### src/design/rpcs_pkg.sv
// Package for the reset pin state and clock select block.
// Holds widths, reset values and cycle counts shared by the design.
package rpcs_pkg;
  // Address bus covers bits 39 down to 4.
  localparam int RPCS_ADDR_HI = 39;
  localparam int RPCS_ADDR_LO = 4;
  localparam int RPCS_ADDR_W = RPCS_ADDR_HI - RPCS_ADDR_LO + 1;
  localparam int RPCS_CMD_W = 4;
  localparam int RPCS_RATIO_W = 4;
  localparam int RPCS_DELAY_W = 3;
  // Command code presented while the bus is driven in reset.
  localparam logic [3:0] RPCS_CMD_NOP = 4'h0;
  // Driven address value in reset is unspecified; zero is used.
  localparam logic [35:0] RPCS_ADDR_RESET = 36'h0_0000_0000;
  localparam logic [3:0] RPCS_RATIO_RESET = 4'h0;
  localparam logic [2:0] RPCS_DELAY_RESET = 3'h0;
  // Settling time for changed configuration straps, in internal cycles.
  localparam int RPCS_CFG_SETTLE_CYC = 20;
  typedef enum logic [1:0] {RPCS_RING, RPCS_EXT} rpcs_src_t;
endpackage : rpcs_pkg

### src/design/rpcs_reset_pins.sv
// Reset-time pin state of the system interface and clock source selection.
// Assumes mclk is the system clock and pin inputs arrive asynchronously.
`timescale 1ns/1ps
`default_nettype none
module rpcs_reset_pins
  import rpcs_pkg::*;
(
  // Clock, reset and enable.
  input wire logic mclk,
  input wire logic rstn,
  input wire logic clk_en,
  // Power and system reset pins.
  input wire logic power_good_in,
  input wire logic sys_reset_n,
  // Bus request and strap pins.
  input wire logic addr_bus_req_in,
  input wire logic [RPCS_RATIO_W-1:0] irq_in,
  input wire logic halt_irq_in,
  input wire logic pwr_fail_irq_in,
  input wire logic mchk_irq_in,
  // Clock source pins.
  input wire logic ring_clk_in,
  input wire logic osc_clk_in_p,
  input wire logic osc_clk_in_n,
  // System interface outputs.
  output logic [RPCS_ADDR_W-1:0] addr_out,
  output logic addr_oe,
  output logic [RPCS_CMD_W-1:0] cmd_out,
  output logic cmd_oe,
  // Weak pull-down request on all pins.
  output logic weak_pulldown,
  // Clock selection and configuration.
  output logic core_clk,
  output logic use_ext_clk,
  output logic [RPCS_RATIO_W-1:0] ratio_out,
  output logic [RPCS_DELAY_W-1:0] delay_out,
  output logic cfg_valid,
  // Quiet outputs during reset.
  output logic srom_clk_out,
  output logic srom_oe_n,
  output logic test_status_out
);

  localparam int SYNC_W = 3 + RPCS_RATIO_W + RPCS_DELAY_W;

  // Three-stage synchronisers for all asynchronous pins.
  logic [SYNC_W-1:0] raw, s1, s2, s3;
  logic [SYNC_W-1:0] next_s1, next_s2, next_s3;
  logic pg, in_reset, req;
  logic [RPCS_RATIO_W-1:0] ratio, next_ratio;
  logic [RPCS_DELAY_W-1:0] delay, next_delay;
  logic [4:0] settle, next_settle;
  logic drive, next_drive;

  assign raw = {power_good_in, sys_reset_n, addr_bus_req_in, irq_in,
                halt_irq_in, pwr_fail_irq_in, mchk_irq_in};

  // A change counts only when the second and third stages agree.
  always_comb begin
    next_s1 = raw;
    next_s2 = s1;
    next_s3 = s2;
  end

  always_ff @(posedge mclk or negedge rstn) begin
    if (!rstn) begin
      s1 <= '0;
      s2 <= '0;
      s3 <= '0;
    end else if (clk_en) begin
      s1 <= next_s1;
      s2 <= next_s2;
      s3 <= next_s3;
    end
  end

  // Filtered levels; hold the last agreed value on disagreement.
  logic [SYNC_W-1:0] flt, next_flt;
  always_comb begin
    for (int i = 0; i < SYNC_W; i++) begin
      next_flt[i] = (s2[i] == s3[i]) ? s3[i] : flt[i];
    end
  end

  always_ff @(posedge mclk or negedge rstn) begin
    if (!rstn) begin
      flt <= '0;
    end else if (clk_en) begin
      flt <= next_flt;
    end
  end

  assign pg = flt[SYNC_W-1];
  // Missing power-good forces reset internally.
  assign in_reset = !flt[SYNC_W-2] || !pg;
  assign req = flt[SYNC_W-3];

  // Strap capture and bus drive decision.
  always_comb begin
    next_ratio = ratio;
    next_delay = delay;
    next_settle = settle;
    next_drive = drive;
    if (in_reset) begin
      next_drive = !req;
      next_ratio = flt[RPCS_DELAY_W +: RPCS_RATIO_W];
      next_delay = flt[RPCS_DELAY_W-1:0];
      // A strap change restarts the settling count.
      if (next_ratio != ratio || next_delay != delay) begin
        next_settle = 5'(RPCS_CFG_SETTLE_CYC);
      end else if (settle != 5'd0) begin
        next_settle = settle - 5'd1;
      end
    end else begin
      next_drive = 1'b0;
    end
  end

  always_ff @(posedge mclk or negedge rstn) begin
    if (!rstn) begin
      ratio <= RPCS_RATIO_RESET;
      delay <= RPCS_DELAY_RESET;
      settle <= 5'(RPCS_CFG_SETTLE_CYC);
      drive <= 1'b0;
    end else if (clk_en) begin
      ratio <= next_ratio;
      delay <= next_delay;
      settle <= next_settle;
      drive <= next_drive;
    end
  end

  // Output pins; weak pull-down state overrides all drive.
  always_comb begin
    // Float with pull-downs when power is not good.
    weak_pulldown = !pg && in_reset;
    addr_oe = drive && pg && in_reset;
    addr_out = RPCS_ADDR_RESET;
    cmd_oe = drive && pg && in_reset;
    cmd_out = RPCS_CMD_NOP;
    // Quiet serial ROM and test outputs.
    srom_clk_out = 1'b0;
    srom_oe_n = 1'b1;
    test_status_out = 1'b0;
    ratio_out = ratio;
    delay_out = delay;
    cfg_valid = (settle == 5'd0);
    use_ext_clk = pg;
  end

  // Clock mux; glitch-free switching is left to the clock cell
  // downstream; this block itself switches core_clk with a plain mux on pg.
  assign core_clk = pg ? (osc_clk_in_p & ~osc_clk_in_n) : ring_clk_in;

  // Checks; a drive that outlives reset would fight the chipset on the bus.
  // Drive only in reset.
  drive_gate_a: assert property (@(posedge mclk) disable iff (!rstn)
    addr_oe |-> (pg && in_reset))
    else $error("address driven outside reset");
  req_steer_a: assert property (@(posedge mclk) disable iff (!rstn)
    (clk_en && in_reset && pg) |=> (!in_reset || !pg || (addr_oe == !$past(req))))
    else $error("address drive does not follow request");
  cmd_nop_a: assert property (@(posedge mclk) disable iff (!rstn)
    cmd_oe |-> (cmd_out == RPCS_CMD_NOP))
    else $error("command not no-op");
  cmd_steer_a: assert property (@(posedge mclk) disable iff (!rstn)
    (clk_en && in_reset && pg) |=> (!in_reset || !pg || (cmd_oe == !$past(req))))
    else $error("command drive does not follow request");
  ratio_cap_a: assert property (@(posedge mclk) disable iff (!rstn)
    (clk_en && in_reset) |=> (ratio == $past(flt[RPCS_DELAY_W +: RPCS_RATIO_W])))
    else $error("ratio not captured");
  strap_hold_a: assert property (@(posedge mclk) disable iff (!rstn)
    (clk_en && !in_reset) |=> ($stable(ratio) && $stable(delay)))
    else $error("straps taken outside reset");
  delay_cap_a: assert property (@(posedge mclk) disable iff (!rstn)
    (clk_en && in_reset) |=> (delay == $past(flt[RPCS_DELAY_W-1:0])))
    else $error("delay not captured");
  settle_load_a: assert property (@(posedge mclk) disable iff (!rstn)
    (clk_en && in_reset && (flt[RPCS_DELAY_W +: RPCS_RATIO_W] != ratio)) |=> !cfg_valid)
    else $error("configuration valid during settling");
  ring_src_a: assert property (@(posedge mclk) disable iff (!rstn)
    !pg |-> !use_ext_clk)
    else $error("external clock without power");
  ring_path_a: assert property (@(posedge mclk) disable iff (!rstn)
    !use_ext_clk |-> (core_clk == ring_clk_in))
    else $error("core not on ring clock");
  ext_src_a: assert property (@(posedge mclk) disable iff (!rstn)
    pg |-> use_ext_clk)
    else $error("ring clock with power");
  ext_sync_a: assert property (@(posedge mclk) disable iff (!rstn)
    $rose(use_ext_clk) |-> ($past(s2[SYNC_W-1]) && $past(s3[SYNC_W-1])))
    else $error("clock source switched before power good settled");
  osc_path_a: assert property (@(posedge mclk) disable iff (!rstn)
    (use_ext_clk && (osc_clk_in_p != osc_clk_in_n)) |-> (core_clk == osc_clk_in_p))
    else $error("core not on oscillator");
  float_pd_a: assert property (@(posedge mclk) disable iff (!rstn)
    !pg |-> (weak_pulldown && !addr_oe && !cmd_oe))
    else $error("pins not floated");
  quiet_out_a: assert property (@(posedge mclk) disable iff (!rstn)
    in_reset |-> (!srom_clk_out && srom_oe_n && !test_status_out))
    else $error("quiet outputs active");
  // Enable low must hold the filters, the ratio, the settling count and the drive register.
  freeze_state_a: assert property (@(posedge mclk) disable iff (!rstn)
    !clk_en |=> ($stable(flt) && $stable(ratio) && $stable(settle) && $stable(drive)))
    else $error("state moved with enable low");
endmodule // rpcs_reset_pins
`default_nettype wire

### config.mk
export PLATFORM = sky130hd
export DESIGN_NAME = rpcs_reset_pins
export DESIGN_NICKNAME = d
export VERILOG_FILES = /design/src/design/rpcs_pkg.sv /design/src/design/rpcs_reset_pins.sv
export SDC_FILE = /design/constraint.sdc
export NUM_CORES = 1
export LEC_CHECK = 0
export ABC_AREA = 1
export BUFFER_PORTS_ARGS = -buffer_cell sky130_fd_sc_hd__buf_2
export CORE_MARGIN = 2
export CORE_UTILIZATION = 56
export DETAILED_ROUTE_END_ITERATION = 6
export GPL_ROUTABILITY_DRIVEN = 0
export PLACE_DENSITY = 0.81
export SLEW_MARGIN = 20
export SYNTH_ARGS = -nofsm -noshare
export SYNTH_HDL_FRONTEND = slang
export SYNTH_SLANG_ARGS = --single-unit
### constraint.sdc
create_clock -name mclk -period 2.8 [get_ports mclk]
set_clock_uncertainty 0.15 [all_clocks]
set_input_delay 0 -clock mclk [delete_from_list [all_inputs] [get_ports mclk]]
set_output_delay 0 -clock mclk [all_outputs]
set_load 0.01 [all_outputs]
==> results.yml <==
timing:
  tns_ns: 0
  timing.final.hold_violations: 0
  worst_slew_pin_slew_ns: 0.749
  finalCriticalPeriod_ns: 1.73
  fmax_ghz: 0.577
  slew_headroom_pct: 50.0
  drv_slew: 0
  final-setup-viol-count: 0
  rsz0062_at_grt: "no"
  finalCritPeriodShare_pct: 61.9
global_routing:
  grt_max_degree: 37
  grt_pass1_wl_mm: 6.92
  grt_pass1_vias: 1581
  grt_use_total_pct: 16.8
  grt-ovfl-total: 0
  grt_antenna_before_repair: 0
cts:
  cts.reportedPaths.clkPinSlew_ns: 0.09
  post_cts_resized: 0
  numClockSinks: 53
  clkLatencyLatePin_ns: 0.30
  cts_tree: "yes"
  cts_buffer_depth: 2
  cts_buffers: 5
  root_buffer: "clkbuf_8"
  h-tree-depth: 2
power:
  power_leakage_nw: 1.54
  p_per_area_nw_per_um2: 627
  irDropWorstVdd_uv: 341
setup_path:
  regToRegEndpoint: "settle[1]"
  worst_setup_path_start_kind: "flop"
  crit_arrival_ns: 1.58
  worstSetupPathType: "flop to primary output"
  critPathCapture: "cfg_valid"
  crit_fanout: 3
  reg2regPathDepth: 10
  end_kind: "primary output"
  r2r_slack_ns: 1.17
  rr_startpoint: "settle[0]"
  worstPathRequired_ns: 2.65
  crit_path_start: "settle[0]"
synth:
  netlist_area_um2: 2620
  yosysTopAreaCell: "dfrtp_1"
  ys_top_cells_by_count: "99 x nand2_1, 51 x dfrtp_1, 44 x buf_4"
  synth-seq-cells: 53
  ys.flop_type: "dfrtp_1"
  synth_cell_type_count: 25
  synth_most_common_cell: "nand2_1"
  synth_edf_count: 0
  synth_warnings: 0
  ys_seq_area_share_pct: 50.6
  async_flop_share_pct: 100
  yosys-top-cells-area: "dfrtp_1 49%, nand2_1 14%, buf_4 13%"
  avgSynthCellArea_um2: 8.36
  synthCells: 314
  synth_top_area_share_pct: 48.6
job:
  max-cap-violations: 0
floorplan:
  start_util_pct: 59.0
  io_pins: 72
  rows: 24
  coreArea_um2: 4440
  die_h_um: 72.5
  die-area_um2: 5250
  die-width_um: 72.5
min_path:
  min_path_type: "primary input to primary output"
outcome:
  status: "finished, final reports clean"
finish:
  final_layout_size_suffix_gt1_share_pct: 15.5
  stdcell_count: 406
  diodes: 0
  n_fill_cell: 377
  syn2layout_area_growth_pct: 8.44
  nets: 370
detailed_routing:
  detail_route.vias_per_cell: 4.52
  postRouteAntennaNets: 0
  drtIter0Drc: 75
  wl_mm: 4.10
  avgRoutedWirePerCell_um: 10.1
  num_vias: 1837
  first_pass_iters: 4
  post-route-drc-count: 0
placement:
  dp_hpwl_mm: 2.89
  numPortBuffers: 28
  place_inst: 386
## layout make-up
type / instances / area, µm² / share of cell area (%)
clock buffers: 8 / 90.1 / 3.17
inverters: 31 / 116 / 4.09
multi-input cells: 219 / 962 / 33.8
flip-flops and latches: 53 / 1330 / 46.7
well taps: 52 / 65.1 / 2.29
repair buffers: 43 / 283 / 9.94
## worst max-delay path, stage by stage (launching register included)
cell and delay [ns]:
dfrtp_1 0.38, inv_1 0.10, ha_1 0.18, nand2_1 0.07, nor2_1 0.09, inv_1 0.05, or2_4 0.24, inv_1 0.05
buf_2 0.12
## power breakdown
part / internal [mW] / total, mW / switching [mW]
Clock: 0.202 / 0.431 / 0.229
Combinational: 0.157 / 0.401 / 0.245
Sequential: 0.880 / 0.952 / 0.0716
Total: 1.24 / 1.78 / 0.545
## per-layer routing
layer  wire [µm]  share of wire, %  GRT usage (%)  vias up
met5           0                 0              0        -
met4          24              0.59           3.70        0
met3         192               4.7           4.72        2
met2        1980                48           27.9       46
met1        1900                46           22.1      831
li1            -                 -              -      958
## per-stage QoR
stage / power, mW / hold WS [ns] / area [µm²] / setup WS [ns] / utilization [%]
floorplan: 1.30 / -0.446 / 2780 / 1.31 / -
global placement: 1.34 / -0.0378 / 2640 / 1.25 / 59.3
detailed placement: 1.36 / -0.0414 / 2640 / 1.20 / 59.3
CTS: 1.80 / 0.140 / 2850 / 1.07 / 64.0
global route: 1.91 / 0.143 / 2850 / 0.953 / 64.0
finish: 1.78 / 0.131 / 2850 / 1.07 / 64.0
## timing repair
action / 4_1_cts / 5_1_grt
hold buffers: 12 / 0
endpoints found under the hold margin: 50 / 0
buffers inserted: 0 / 0
## worst min-delay path by stage
stage          cells after the start          from           end  slack (ns)
4_1_cts                            3  osc_clk_in_n      core_clk        0.14
6_report                           3  osc_clk_in_n      core_clk        0.13
3_3_place_gp                       1          rstn  ratio_out[0]       -0.04
3_5_place_dp                       1          rstn  ratio_out[1]       -0.04
5_1_grt                            3  osc_clk_in_n      core_clk        0.14
2_1_floorplan                      0          rstn  delay_out[0]       -0.45
## registers in the layout, summed over array words and instances (netlist names)
signal / flops
settle: 5
s3: 10
drive: 1
next_s3: 10
delay_out: 3
flt: 10
ratio_out: 4
next_s2: 10
## cells in the final DEF (no fill, tap or decap), types with 9 or more instances in the layout
cell,n
nand2_1,99
inv_1,24
o21ai_0,32
buf_2,28
dlygate4sd3_1,12
dfrtp_1,51
nor2_1,12
conb_1,43
nand3_1,9
## cells by family after synthesis
family	Yosys count	share of synthesized area, %
adders and majority gates	1	0.477
buffers and inverters	83	18.6
and+or+nand+nor	130	20.4
AOI/OAI and AO/OA	43	8.96
xor gates and xnor gates	2	0.668
DFF	53	50.6
other	2	0.286
(Power assumes the default switching activity.)
